### config.mk
export PLATFORM = sky130hd
export DESIGN_NAME = crg_clock_ctrl
export DESIGN_NICKNAME = d
export VERILOG_FILES = /design/src/core/crg_pkg.sv /design/src/core/crg_nco.sv /design/src/core/crg_clock_ctrl.sv
export SDC_FILE = /design/constraint.sdc
export NUM_CORES = 1
export LEC_CHECK = 0
export BUFFER_PORTS_ARGS = -buffer_cell sky130_fd_sc_hd__clkbuf_2
export CORE_MARGIN = 3
export CORE_UTILIZATION = 40
export CTS_CLUSTER_DIAMETER = 200
export DETAILED_ROUTE_END_ITERATION = 6
export PLACE_DENSITY = 0.69
export SETUP_SLACK_MARGIN = 0.1
export SLEW_MARGIN = 10
export SYNTH_ARGS = -nofsm -noshare
export SYNTH_HDL_FRONTEND = slang
export SYNTH_SLANG_ARGS = --single-unit
### constraint.sdc
create_clock -name ref_clk -period 6.25 [get_ports ref_clk]
set_input_delay 0.625 -clock ref_clk [delete_from_list [all_inputs] [get_ports ref_clk]]
set_output_delay 0.625 -clock ref_clk [all_outputs]
set_load 0.01 [all_outputs]
### src/core/crg_pkg.sv
// Shared constants and types for the clock, reference and misc control block.
// Assumes a single 40 MHz system clock, ref_clk, drives all logic.
package crg_pkg;

  localparam int CRG_CLK_HZ = 40000000;
  localparam int CRG_CLK_PERIOD_NS = 25;

  // Line rates in hertz and strap base rates in kHz.
  localparam longint CRG_T1_HZ = 1544000;
  localparam longint CRG_E1_HZ = 2048000;
  localparam logic [13:0] CRG_T1_KHZ = 14'h0608;
  localparam logic [13:0] CRG_E1_KHZ = 14'h0800;

  // Phase increments for a 32-bit accumulator clocked at CRG_CLK_HZ.
  localparam int CRG_PHASE_W = 32;
  localparam logic [31:0] CRG_INC_T1 = 32'((CRG_T1_HZ << 32) / longint'(CRG_CLK_HZ));
  localparam logic [31:0] CRG_INC_E1 = 32'((CRG_E1_HZ << 32) / longint'(CRG_CLK_HZ));

  // Reset and access timing.
  localparam int CRG_RST_MIN_NS = 100;
  localparam int CRG_RST_MIN_CYC = (CRG_RST_MIN_NS + CRG_CLK_PERIOD_NS - 1) / CRG_CLK_PERIOD_NS;
  localparam int CRG_ACCESS_DELAY_MS = 2;
  localparam int CRG_ACCESS_DELAY_CYC = CRG_ACCESS_DELAY_MS * (CRG_CLK_HZ / 1000);

  // Oscillator activity window in cycles.
  localparam int CRG_OSC_TIMEOUT_CYC = 255;

  // Register map.
  localparam logic [7:0] CRG_GP_CTRL_ADDR = 8'h06;
  localparam logic [7:0] CRG_REF_CTRL_ADDR = 8'h3e;
  localparam int CRG_GP_DIR_BIT = 0;
  localparam int CRG_GP_VAL_BIT = 2;
  localparam int CRG_REF_HOLD_BIT = 0;
  localparam logic [7:0] CRG_GP_CTRL_RESET = 8'h00;
  localparam logic [7:0] CRG_REF_CTRL_RESET = 8'h00;

  // Strap fields.
  localparam int CRG_STRAP_RATE_BIT = 2;

  typedef struct packed {
    logic rate_e1;
    logic [2:0] mult;
  } crg_strap_t;

  typedef enum logic [1:0] {
    CRG_ST_WAIT = 2'b01,
    CRG_ST_RUN = 2'b10
  } crg_state_t;

endpackage : crg_pkg

### src/core/crg_nco.sv
// Numerically controlled oscillator standing in for the master clock PLL.
// Assumes it runs on ref_clk and that enable drops when the oscillator stops.
`timescale 1ns/1ps
`default_nettype none
module crg_nco
  import crg_pkg::*;
#(
  parameter int PHASE_W = CRG_PHASE_W
) (
  input wire logic ref_clk,
  input wire logic resetn,
  input wire logic enable,
  input wire logic [PHASE_W-1:0] increment,
  output logic clk_out
);

  logic [PHASE_W-1:0] phase_q;
  logic [PHASE_W-1:0] phase_d;
  logic clk_q;
  logic clk_d;

  // The output is the registered accumulator msb, so its edges jitter by one ref_clk period.
  always_comb begin
    phase_d = phase_q;
    if (enable) begin
      phase_d = phase_q + increment;
    end
    clk_d = phase_d[PHASE_W-1];
  end

  always_ff @(posedge ref_clk or negedge resetn) begin
    if (!resetn) begin
      phase_q <= '0;
      clk_q <= 1'b0;
    end else begin
      phase_q <= phase_d;
      clk_q <= clk_d;
    end
  end

  assign clk_out = clk_q;

endmodule // crg_nco
`default_nettype wire

### src/core/crg_clock_ctrl.sv
// Clock generation, reference output, reset access delay, GP pin and transmit high-Z.
// Assumes all pin inputs are synchronous to ref_clk and registers use a simple strobe port.
//
// Contract
// - Strap bit 2 low means reference is N x 1.544 MHz, high means N x 2.048.
// - Strap bits 1:0 decode 00,01,10,11 into multiplier N of 1,2,3,4.
// - Generated clock output carries the 1.544 or 2.048 MHz generated line clock.
// - Without signal loss the reference output carries the recovered line clock.
// - On signal loss reference output carries master clock or high, per bit 0.
// - Master clock comes from the oscillator input through the internal clock generator.
// - Oscillator output pin is the inverted buffered oscillator input.
// - Reset low longer than 100 ns resets the whole device.
// - Registers become accessible 2 ms after reset; host waits that long.
// - GP control bit 0 makes the general-purpose pin an input or output.
// - GP bit 2 shows the input level, or drives the pin as output.
// - Transmit high-Z input high releases both line transmit pins.
`timescale 1ns/1ps
`default_nettype none
module crg_clock_ctrl
  import crg_pkg::*;
#(
  parameter int ACCESS_DELAY_CYC = CRG_ACCESS_DELAY_CYC,
  parameter int OSC_TIMEOUT_CYC = CRG_OSC_TIMEOUT_CYC
) (
  input wire logic ref_clk,
  input wire logic resetn,
  input wire logic oscillator_input,
  output logic oscillator_output,
  input wire logic [2:0] clock_select_strap,
  output crg_strap_t strap_cfg,
  output logic [13:0] ref_freq_khz,
  output logic osc_active,
  output logic generated_line_clock_out,
  input wire logic recovered_line_clock,
  input wire logic signal_absent,
  output logic reference_clock_output,
  input wire logic [7:0] reg_addr,
  input wire logic [7:0] reg_wdata,
  input wire logic reg_wr,
  input wire logic reg_rd,
  output logic [7:0] reg_rdata,
  output logic reg_rvalid,
  output logic reg_ready,
  input wire logic gp_pin_in,
  output logic gp_pin_out,
  output logic gp_pin_oe,
  input wire logic tx_high_impedance_in,
  input wire logic tx_pos_data,
  input wire logic tx_neg_data,
  output logic line_tx_positive_out,
  output logic line_tx_positive_oe,
  output logic line_tx_negative_out,
  output logic line_tx_negative_oe
);

  //////////////////////////////////////////////////////////////////////////////////////////////
  // Access delay after reset.

  localparam int DLY_W = $clog2(ACCESS_DELAY_CYC + 1);

  crg_state_t state_q;
  crg_state_t state_d;
  logic [DLY_W-1:0] dly_q;
  logic [DLY_W-1:0] dly_d;
  logic strap_take_q;
  logic strap_take_d;

  always_comb begin
    state_d = state_q;
    dly_d = dly_q;
    strap_take_d = 1'b0;
    case (state_q)
      CRG_ST_WAIT: begin
        if (dly_q == DLY_W'(ACCESS_DELAY_CYC - 1)) begin
          state_d = CRG_ST_RUN;
        end else begin
          dly_d = dly_q + DLY_W'(1);
        end
        strap_take_d = (dly_q == '0);
      end
      CRG_ST_RUN: begin
        state_d = CRG_ST_RUN;
      end
      default: begin
        state_d = CRG_ST_WAIT;
        dly_d = '0;
      end
    endcase
  end

  // The reset is taken asynchronously; a glitch shorter than the minimum pulse may still act.
  always_ff @(posedge ref_clk or negedge resetn) begin
    if (!resetn) begin
      state_q <= CRG_ST_WAIT;
      dly_q <= '0;
      strap_take_q <= 1'b0;
    end else begin
      state_q <= state_d;
      dly_q <= dly_d;
      strap_take_q <= strap_take_d;
    end
  end

  assign reg_ready = (state_q == CRG_ST_RUN);

  //////////////////////////////////////////////////////////////////////////////////////////////
  // Strap capture and decode.

  crg_strap_t strap_q;
  crg_strap_t strap_d;
  logic [13:0] freq_q;
  logic [13:0] freq_d;

  always_comb begin
    strap_d = strap_q;
    if (strap_take_q) begin
      strap_d.rate_e1 = clock_select_strap[CRG_STRAP_RATE_BIT];
      strap_d.mult = {1'b0, clock_select_strap[1:0]} + 3'h1;
    end
    freq_d = 14'(strap_q.mult) * (strap_q.rate_e1 ? CRG_E1_KHZ : CRG_T1_KHZ);
  end

  always_ff @(posedge ref_clk or negedge resetn) begin
    if (!resetn) begin
      strap_q <= '{rate_e1: 1'b0, mult: 3'h1};
      freq_q <= CRG_T1_KHZ;
    end else begin
      strap_q <= strap_d;
      freq_q <= freq_d;
    end
  end

  assign strap_cfg = strap_q;
  assign ref_freq_khz = freq_q;

  //////////////////////////////////////////////////////////////////////////////////////////////
  // Oscillator buffer, activity watch and master clock.

  localparam int OSC_W = $clog2(OSC_TIMEOUT_CYC + 1);

  logic osc_prev_q;
  logic [OSC_W-1:0] osc_cnt_q;
  logic [OSC_W-1:0] osc_cnt_d;
  logic master_clk;

  assign oscillator_output = ~oscillator_input;

  always_comb begin
    osc_cnt_d = osc_cnt_q;
    if (oscillator_input != osc_prev_q) begin
      osc_cnt_d = OSC_W'(OSC_TIMEOUT_CYC);
    end else if (osc_cnt_q != '0) begin
      osc_cnt_d = osc_cnt_q - OSC_W'(1);
    end
  end

  always_ff @(posedge ref_clk or negedge resetn) begin
    if (!resetn) begin
      osc_prev_q <= 1'b0;
      osc_cnt_q <= '0;
    end else begin
      osc_prev_q <= oscillator_input;
      osc_cnt_q <= osc_cnt_d;
    end
  end

  assign osc_active = (osc_cnt_q != '0);

  // The generator free-runs only while the oscillator toggles, so a dead crystal stops it.
  crg_nco u_nco (
    .ref_clk(ref_clk),
    .resetn(resetn),
    .enable(osc_active),
    .increment(strap_q.rate_e1 ? CRG_INC_E1 : CRG_INC_T1),
    .clk_out(master_clk)
  );

  assign generated_line_clock_out = master_clk;

  //////////////////////////////////////////////////////////////////////////////////////////////
  // Registers and register port.

  logic [7:0] gp_ctrl_q;
  logic [7:0] gp_ctrl_d;
  logic [7:0] ref_ctrl_q;
  logic [7:0] ref_ctrl_d;
  logic [7:0] rdata_q;
  logic [7:0] rdata_d;
  logic rvalid_q;
  logic rvalid_d;
  logic [7:0] gp_view;

  always_comb begin
    gp_ctrl_d = gp_ctrl_q;
    ref_ctrl_d = ref_ctrl_q;
    rdata_d = rdata_q;
    rvalid_d = 1'b0;
    gp_view = 8'h00;
    gp_view[CRG_GP_DIR_BIT] = gp_ctrl_q[CRG_GP_DIR_BIT];
    gp_view[CRG_GP_VAL_BIT] = gp_ctrl_q[CRG_GP_DIR_BIT] ? gp_ctrl_q[CRG_GP_VAL_BIT]
                                                        : gp_pin_in;
    if (reg_ready && reg_wr) begin
      if (reg_addr == CRG_GP_CTRL_ADDR) begin
        gp_ctrl_d[CRG_GP_DIR_BIT] = reg_wdata[CRG_GP_DIR_BIT];
        gp_ctrl_d[CRG_GP_VAL_BIT] = reg_wdata[CRG_GP_VAL_BIT];
      end
      if (reg_addr == CRG_REF_CTRL_ADDR) begin
        ref_ctrl_d[CRG_REF_HOLD_BIT] = reg_wdata[CRG_REF_HOLD_BIT];
      end
    end
    if (reg_rd) begin
      rvalid_d = 1'b1;
      rdata_d = 8'h00;
      if (reg_ready) begin
        if (reg_addr == CRG_GP_CTRL_ADDR) begin
          rdata_d = gp_view;
        end else if (reg_addr == CRG_REF_CTRL_ADDR) begin
          rdata_d = ref_ctrl_q;
        end
      end
    end
  end

  always_ff @(posedge ref_clk or negedge resetn) begin
    if (!resetn) begin
      gp_ctrl_q <= CRG_GP_CTRL_RESET;
      ref_ctrl_q <= CRG_REF_CTRL_RESET;
      rdata_q <= 8'h00;
      rvalid_q <= 1'b0;
    end else begin
      gp_ctrl_q <= gp_ctrl_d;
      ref_ctrl_q <= ref_ctrl_d;
      rdata_q <= rdata_d;
      rvalid_q <= rvalid_d;
    end
  end

  assign reg_rdata = rdata_q;
  assign reg_rvalid = rvalid_q;
  assign gp_pin_oe = gp_ctrl_q[CRG_GP_DIR_BIT];
  assign gp_pin_out = gp_ctrl_q[CRG_GP_VAL_BIT];

  //////////////////////////////////////////////////////////////////////////////////////////////
  // Reference output and transmit pins.

  logic refo_q;
  logic refo_d;
  logic txp_q;
  logic txn_q;
  logic txoe_q;

  always_comb begin
    if (!signal_absent) begin
      refo_d = recovered_line_clock;
    end else if (ref_ctrl_q[CRG_REF_HOLD_BIT]) begin
      refo_d = 1'b1;
    end else begin
      refo_d = master_clk;
    end
  end

  always_ff @(posedge ref_clk or negedge resetn) begin
    if (!resetn) begin
      refo_q <= 1'b0;
      txp_q <= 1'b0;
      txn_q <= 1'b0;
      txoe_q <= 1'b0;
    end else begin
      refo_q <= refo_d;
      txp_q <= tx_pos_data;
      txn_q <= tx_neg_data;
      txoe_q <= ~tx_high_impedance_in;
    end
  end

  assign reference_clock_output = refo_q;
  assign line_tx_positive_out = txp_q;
  assign line_tx_negative_out = txn_q;
  assign line_tx_positive_oe = txoe_q;
  assign line_tx_negative_oe = txoe_q;

endmodule // crg_clock_ctrl
`default_nettype wire

# After elaboration in Yosys (flattened, before gate mapping)
# Index checks and enable logic that the tools add are counted.
# classes
add_sub_neg,4
mul,1
div,0
magnitude_cmp,0
eq_ne,8
shift,0
n_mux,17
n_bitwise,3
n_reduce_logical,7
# ops
cell,count
case mux 17 bit (2 select lines),1
adder 32 x 28 -> 32 bit,1
2-to-1 mux 32 bit,1
2-to-1 mux 27 bit,1
adder 17 x 1 -> 17 bit (second input constant),1
== test 17 bit (second input constant),1
logical NOT 17 bit,1
2-to-1 mux 17 bit,1
2-to-1 mux 8 bit,2
multiplier 3 x 12 -> 14 bit,1
2-to-1 mux 12 bit,1
== test 8 x 3 -> 1 bit (second input constant),1
== test 8 x 6 -> 1 bit (second input constant),1
nonzero test 8 bit,1
subtractor 8 x 1 -> 8 bit (second input constant),1
2-to-1 mux 1 bit,6
2-to-1 mux 3 bit,2
AND reduction 2 bit,3
!= test 2 bit (second input constant),2
case mux 2 bit (2 select lines),1
adder 2 x 1 -> 3 bit (second input constant),1
inverter 1 bit,3
== test 2 x 1 -> 1 bit (second input constant),1
== test 2 bit (second input constant),1
other kinds (4),4
# totals
reg_bits,95
latch_bits,0
mem_bits_rw,0
rom_bits,0
inputBits,30
output_inout_bits,38
mem_count,0

# Longest topological paths before layout
# Gate-level depths: netlist of the first run.
# logic_depth
depth_word,4
mapped_depth,10
mapped_depth_nobuf,10

# Hierarchy
# Synthesis of the first run repeated with hierarchy kept, for this count alone.
# hier_totals
cells_unflattened,575
hier_area_um2,5372.7
# by_module_without_submodules
module,instances,cells_per_inst,area_each_um2
crg_nco,1,313,2771.4
crg_clock_ctrl,1,262,2601.2

# Worst setup path before layout of the first run
# No wires, ideal clock.
# synth_path
path_type,register -> register
start,register strap_q (netlist bit strap_cfg[3])
end,register u_nco.phase_q[26]
setup_time_ns,0.123
arrival_ns,2.664
required_time_ns,6.127
setup_slack_ns,3.462
stages_incl_launch_ff,11
path_buffers,1
synth_period_minus_slack_ns,2.788
cell_sequence,dfrtp_1 > inv_1 > ha_1 > clkbuf_1 > a211o_1 > a21o_1 > a311o_1 > a21oi_1 > o211ai_1 > xnor2_1 > o21ai_1
# synth_via
elab_chain_len,2
# synth_lines
item,line_no,text
"start, declared",crg_clock_ctrl.sv:109,crg_strap_t strap_q;
"start signal, assigned",crg_clock_ctrl.sv:125,"strap_q <= '{rate_e1: 1'b0, mult: 3'h1};"
"start signal, assigned",crg_clock_ctrl.sv:128,strap_q <= strap_d;
2-to-1 mux 27 bit,crg_clock_ctrl.sv:174,".increment(strap_q.rate_e1 ? CRG_INC_E1 : CRG_INC_T1),"
adder 32 x 28 -> 32 bit,crg_nco.sv:26,phase_d = phase_q + increment;
"end signal, assigned",crg_nco.sv:36,phase_q <= phase_d;
"end, declared",crg_nco.sv:17,logic [PHASE_W-1:0] phase_q;
# Every way passes these cells.
# A chain may end at the register's enable or synchronous reset.

# Worst setup path in the final report of the first run
# layout_path
start,register strap_q (netlist bit strap_cfg[3])
end,register u_nco.phase_q[27]
# The elaborated chain is that of the path after synthesis.

==> results of run 1 <==
## layout by cell type (no fill, tap or decap), drive strengths merged, types with 3 or more instances in the layout
master / instances
a21o: 10
nor2: 41
o21bai: 3
a311oi: 3
nor3: 9
xor2: 19
o21ai: 36
a31o: 5
dfstp: 4
o31ai: 5
and3: 5
dfrtp: 78
inv: 24
nor4: 9
a211oi: 4
mux2: 5
nand3: 23
clkbuf: 58
nand2: 52
xnor2: 24
ha: 26
or3: 8
o211ai: 3
and2: 4
a31oi: 5
a21oi: 30
conb: 12
nand4: 5
## registers in the layout, indices dropped and copies added, names as in the netlist, 2 cells and up
| register | cells |
|---|---|
| dly_q | 17 |
| osc_cnt_q | 8 |
| u_nco.phase_q | 32 |
| state_q | 2 |
| reg_rdata | 2 |
| ref_freq_khz | 7 |
| gp_ctrl_q | 2 |
| strap_cfg | 4 |
## power groups by stage
stage	clock [mW]	combinational [mW]	sequential (mW)
6_report	0.545	0.893	0.761
5_1_grt	0.587	1.01	0.777
4_1_cts	0.563	0.892	0.760
3_5_place_dp	0	0.884	0.767
3_3_place_gp	0	0.858	0.762
2_1_floorplan	0	0.731	0.734
## layer usage
layer | GRT usage [%] | vias to the layer above | wire length, um | share of wire, %
li1 | - | 1862 | - | -
met1 | 18.4 | 1846 | 4260 | 44
met2 | 27.4 | 61 | 4970 | 51
met3 | 3.63 | 18 | 306 | 3.1
met4 | 6.57 | 0 | 197 | 2.0
met5 | 0 | - | 0 | 0
## path summary, 6_finish.rpt
check                                            endpoint  slack (ns)                startpoint
max                         u_nco.phase_q[27]$_DFFE_PN0P_        2.80  strap_cfg[3]$_DFFE_PN0P_
min                        line_tx_positive_out$_DFF_PN0_        0.39               tx_pos_data
max reg2reg                 u_nco.phase_q[27]$_DFFE_PN0P_        2.80  strap_cfg[3]$_DFFE_PN0P_
min reg2reg                      reg_rdata[0]$_DFFE_PN0P_        0.49  reg_rdata[0]$_DFFE_PN0P_
max in group asynchronous   u_nco.phase_q[14]$_DFFE_PN0P_        5.12                    resetn
min in group asynchronous       ref_freq_khz[4]$_DFF_PN0_        0.44                    resetn
## final cells by class
type	count	area [um^2]	share of cell area [%]
Multi-Input combinational cell	383	2500	46.4
Sequential cell	82	2060	38.2
Timing Repair Buffer	50	255	4.74
Clock buffer	10	239	4.44
Tap cell	143	179	3.32
Inverter	22	82.6	1.53
Clock inverter	6	72.6	1.35
## through the flow
stage / hold WS (ns) / util [%] / power, mW / setup WS, ns
floorplan: 0.329 / - / 1.47 / 3.46
global placement: 0.469 / 44.0 / 1.62 / 2.81
detailed placement: 0.473 / 44.0 / 1.65 / 2.79
CTS: 0.381 / 46.7 / 2.21 / 2.78
global route: 0.381 / 46.7 / 2.37 / 2.51
finish: 0.395 / 46.7 / 2.20 / 2.80
## worst max-delay path, stage by stage, from the launching register on
cell	delay, ns
dfrtp_1	0.77
inv_1	0.37
ha_1	0.43
o21ai_0	0.27
o21ba_2	0.23
o21ai_1	0.09
a211oi_1	0.55
o21ai_0	0.28
a21oi_1	0.23
xor2_1	0.16
## logic make-up (layout without fill, tap and decap cells)
logic type / count (synthesis) / in the layout
AO/OA/AOI/OAI: 122 / 122
XOR/XNOR: 43 / 43
adder cells (fa/ha/maj): 28 / 28
buffers and inverters: 53 / 88
flip-flops: 82 / 82
multiplexers: 6 / 6
other: 1 / 12
AND/OR/NAND/NOR: 172 / 172
==> flow_metrics.tcl, run 1 <==
set metrics [dict create \
    worstMarginPinSlew_ns 1.03 \
    place_hpwl_mm 6.90 \
    maxCapViolations 0 \
    final_hold_viol_count 0 \
    p_seq_share_pct 34.6 \
    path_class "reg2reg" \
    boundaryPins 68 \
    clkTransAtPathRegs_ns 0.06 \
    synth-compound-area-share_pct 16.7 \
    n_antenna_cell 0 \
    gp_congestion 0.881 \
    critical_path.startpoint_type "register" \
    internal-power_mw 1.38 \
    rows 39 \
    cp_data_required_time_ns 6.51 \
    hold_path_depth 1 \
    cts_tree "yes" \
    end_kind "register" \
    report.final.slew_viol_count 0 \
    synth_top_family_by_area "simple AND/OR/NAND/NOR gates" \
    worstHoldPathType "in2reg" \
    num_vias 3787 \
    antenna_found_initial 0 \
    drt_wl_total_mm 9.73 \
    wire_per_inst_um 14.0 \
    clk_latency_ns 0.34 \
    cts_resized 0 \
    relSlewSlack_pct 31.4 \
    clockPowerShare_pct 24.8 \
    synthTopCellsByCount "dfrtp_1, nand2_1, nor2_1, o21ai_0, a21oi_1" \
    syn_avg_cell_area_um2 9.41 \
    drive_gt1_share_pct 16.5 \
    setup_viol 0 \
    reg2regPathDepth 9 \
    grt_pass1_vias 3814 \
    fp.dieArea_um2 13300 \
    p_sw_uw 819 \
    outcome "finished clean" \
    syn_inst 507 \
    place_area_um2 5070 \
    die_w_um 115 \
    gr-total-overflow 0 \
    tns_ns 0 \
    drt-initial-drc-count 212 \
    drc 0 \
    synth.ff_latch_count 82 \
    cts_setup_buffers 0 \
    yosysMostFrequentCell "dfrtp_1" \
    syn_to_final_growth_pct 12.8 \
    via_per_inst 5.44 \
    synth_edf_count 0 \
    synthFlopType "dfrtp_1" \
    synth-adder-area-share_pct 7.66 \
    grt_pass1_wl_mm 17.0 \
    rsz0062_at_grt "false" \
    synthMuxAreaShare_pct 1.39 \
    p_per_area_nw_per_um2 408 \
    synth_cell_types 64 \
    min_period_over_period_pct 55.2 \
    leakage_nw 2.45 \
    crit_arrival_ns 3.72 \
    dp_cells 680 \
    comb_power_share_pct 40.6 \
    swShare_pct 37.3 \
    fin_crit_ns 3.45 \
    synth_top_area_cell "dfrtp_1" \
    fp.dieH_um 115 \
    yosysWarnings 0 \
    portBuffers 49 \
    syn_area_um2 4770 \
    cts_buffers 9 \
    clkSinkCount 82 \
    synthArstFlopShare_pct 100 \
    root_buffer "clkbuf_16" \
    hold_buffers 0 \
    ir_worst_vdd_mv 0.138 \
    synth_area_leaders "dfrtp_1, ha_1, xnor2_1" \
    nFillCells 1107 \
    synth_top_area_share_pct 40.9 \
    firstDrtPassIters 5 \
    start_util_pct 41.4 \
    core_region_area_um2 11500 \
    ctsHtreeMaxLevel 3 \
    yosys.area_share.xor_xnor_pct 7.89 \
    grt_max_degree 83 \
    skew_ns 0.00746 \
    final_cells 696 \
    synthSimpleGateAreaFrac_pct 17.8 \
    max_freq_mhz 290 \
    fin_nets 606 \
    antenna_left 0 \
    final_area_um2 5380 \
    cts_max_path_buffers 2 \
    path_max_fanout 17 \
    grt_use_total_pct 15.7 \
    ys_seq_area_share_pct 43.1 \
]
No activity file was read; power rests on OpenSTA's default activity.
==> inputs of run 2 (changes only) <==
--- a/config.mk
+++ b/config.mk
@@ -5,12 +5,13 @@
 export SDC_FILE = /design/constraint.sdc
 export NUM_CORES = 1
 export LEC_CHECK = 0
+export ABC_AREA = 1
 export BUFFER_PORTS_ARGS = -buffer_cell sky130_fd_sc_hd__clkbuf_2
 export CORE_MARGIN = 3
 export CORE_UTILIZATION = 40
 export CTS_CLUSTER_DIAMETER = 200
 export DETAILED_ROUTE_END_ITERATION = 6
-export PLACE_DENSITY = 0.69
+export PLACE_DENSITY = 0.71
 export SETUP_SLACK_MARGIN = 0.1
 export SLEW_MARGIN = 10
 export SYNTH_ARGS = -nofsm -noshare
==> constraint.sdc (replaced) <==
create_clock -name ref_clk -period 2.8 [get_ports ref_clk]
set_input_delay 0.28 -clock ref_clk [delete_from_list [all_inputs] [get_ports ref_clk]]
set_output_delay 0.28 -clock ref_clk [all_outputs]
set_load 0.01 [all_outputs]
==> run 2 against run 1 <==
Sequential power up 120%. Sequential share of layout area down 6.9 points. Clock power rose to 2.8 times the previous value. Clock-buffer cell count down 1. Critical path type unchanged. Largest cell class unchanged.
==> flow_metrics.tcl, run 2 <==
set metrics [dict create \
    outcome "finished clean" \
    wire_per_inst_um 11.9 \
    synth.ff_latch_count 82 \
    nFillCells 1396 \
    crit_path_top_delay_cell "dfrtp_1" \
    synth_top_area_cell "dfrtp_1" \
    synthArstFlopShare_pct 100 \
    largestRegisters "u_nco.phase_q: 32 flops, dly_q: 17 flops, osc_cnt_q: 8 flops" \
    ys_seq_area_share_pct 35.7 \
    synthFlopType "dfrtp_1" \
    worstMarginPinSlew_ns 0.656 \
    critical_path.startpoint_type "register" \
    portBuffers 49 \
    path_class "reg2reg" \
    top_register "u_nco.phase_q" \
    regArea_um2 2060 \
    tns_ns 0 \
    clkSinkCount 82 \
    final.setup.worst_slack_ns 0.377 \
    p_per_area_nw_per_um2 846 \
    syn_to_final_growth_pct 14.1 \
    root_buffer "clkbuf_16" \
    antenna_left 0 \
    dp_slack_ns 0.416 \
    end_kind "register" \
    synth_edf_count 0 \
    start_util_pct 41.2 \
    p_total_mw 5.57 \
    synthTopCellsByCount "nand2_1, inv_1, nor2_1, dfrtp_1, nand3_1" \
    internal-power_mw 3.36 \
    leakage_nw 3.49 \
    clockPowerShare_pct 27.8 \
    boundaryPins 68 \
    clkTransAtPathRegs_ns 0.06 \
    crit_chain "buf_4 -> inv_1 -> ha_1 -> nand2_1 -> nor2_1 -> nand2_1 -> nor2_1 -> nand2_1 -> nand3_1 -> nand2_1 -> nand3_1 -> nand2_1" \
    cts_setup_buffers 0 \
    maxCapViolations 0 \
    drt_wl_total_mm 12.9 \
    report.final.slew_viol_count 0 \
    ir_worst_vdd_mv 0.306 \
    skew_ns 0.00920 \
    final_area_um2 6580 \
    drt-initial-drc-count 322 \
    fin_crit_ns 2.42 \
    drive_gt1_share_pct 10.0 \
    crit_family "simple AND/OR/NAND/NOR gates" \
    cts_buffers 9 \
    synth_cell_types 44 \
    finish.utilization_pct 47.0 \
    grt_use_total_pct 17.1 \
    antenna_found_initial 0 \
    p_seq_share_pct 30.1 \
    syn_area_um2 5760 \
    path_max_fanout 8 \
    final_common_cell "nand2_1" \
    worstHoldPathType "in2reg" \
    setup_viol 0 \
    fp.dieH_um 126 \
    ctsHtreeMaxLevel 3 \
    synth_area_leaders "dfrtp_1, nand2_1, inv_1" \
    grt_pass1_wl_mm 22.4 \
    worst_path_most_repeated_cell "nand2_1" \
    crit_arrival_ns 2.65 \
    num_vias 5262 \
    core_region_area_um2 14000 \
    syn_inst 847 \
    multi_input_area_um2 3080 \
    fp.dieArea_um2 15900 \
    cts_max_path_buffers 2 \
    via_per_inst 4.84 \
    grt_pass1_vias 4839 \
    p_sw_mw 2.21 \
    n_antenna_cell 0 \
    comb_power_share_pct 42.1 \
    min_period_over_period_pct 86.5 \
    gr-total-overflow 0 \
    relSlewSlack_pct 56.2 \
    cp_data_required_time_ns 3.03 \
    final_hold_viol_count 0 \
    mostFrequentLayoutCells "nand2_1, inv_1, nor2_1" \
    yosysMostFrequentCell "nand2_1" \
    crit_buf_inv 2 \
    clk_latency_ns 0.35 \
    yosysWarnings 0 \
    rsz0062_at_grt "false" \
    drc 0 \
    place_area_um2 6180 \
    swShare_pct 39.7 \
    synth_top_area_share_pct 33.9 \
    fin_nets 961 \
    die_w_um 126 \
    grt_max_degree 51 \
    place_hpwl_mm 10.2 \
    firstDrtPassIters 5 \
    gp_congestion 0.914 \
    rows 43 \
    largest_reg_flops 32 \
    max_freq_mhz 413 \
    cts_tree "yes" \
    syn_avg_cell_area_um2 6.81 \
    max_stage_delay_ns 0.48 \
]
[run 2: cells by family after synthesis]
kind of cell             after synthesis  share of synthesized area, %
other                                  1                        0.0651
multiplexers                           1                         0.195
flip-flops                            82                          35.7
buffers and inverters                160                          11.6
AND/OR/NAND/NOR                      480                          35.3
adder cells (fa/ha/maj)               28                          6.34
XOR/XNOR                              27                          4.10
AO/OA/AOI/OAI                         68                          6.66
[run 2: what timing repair did]
item / 4_1_cts / 5_1_grt
resized for setup: 0 / 0
hold buffers: 1 / 0
endpoints found under the setup margin: 0 / 0
hold endpoints to repair: 44 / 0
[run 2: area by class of cell]
cell class / instances / area share, %
clock buffers: 9 / 3.42
flip-flops and latches: 82 / 31.3
multi-input cells: 616 / 46.8
clock inverters: 7 / 2.49
well taps: 180 / 3.42
repair buffers: 57 / 4.72
inverters: 137 / 7.82
[run 2: path summary, 6_finish.rpt]
path,from,end,slack (ns),cells after the start
worst max-delay path,strap_cfg[3]$_DFFE_PN0P_,u_nco.phase_q[23]$_DFFE_PN0P_,0.38,12
max in group asynchronous,resetn,u_nco.phase_q[6]$_DFFE_PN0P_,1.63,3
worst max register to register,strap_cfg[3]$_DFFE_PN0P_,u_nco.phase_q[23]$_DFFE_PN0P_,0.38,12
worst min register to register,strap_cfg[0]$_DFFE_PN1P_,ref_freq_khz[9]$_DFF_PN1_,0.47,2
min in group asynchronous,resetn,ref_freq_khz[13]$_DFF_PN0_,0.51,2
worst min-delay path,tx_neg_data,line_tx_negative_out$_DFF_PN0_,0.05,1
[run 2: power by group through the flow]
stage / Combinational (mW) / Sequential, mW / Clock, mW
after floorplan: 1.82 / 1.64 / 0
after global placement: 2.28 / 1.68 / 0
final: 2.34 / 1.68 / 1.55
after detailed placement: 2.33 / 1.69 / 0
after CTS: 2.34 / 1.67 / 1.59
after global routing: 2.68 / 1.71 / 1.64
[run 2: per-stage QoR]
step,hold slack (ns),instances
floorplan,-0.0156,858
global placement,0.342,1071
detailed placement,0.340,1071
CTS,0.0295,1088
global route,0.0290,1088
finish,0.0451,1088
[run 2: routing by layer]
layer / part of all wire (%) / global-route usage [%] / vias to the layer above
met3: 4.4 / 4.03 / 11
met2: 48 / 29.5 / 89
li1: - / - / 2745
met5: 0 / 0 / -
met4: 1.2 / 4.16 / 0
met1: 47 / 21.7 / 2417
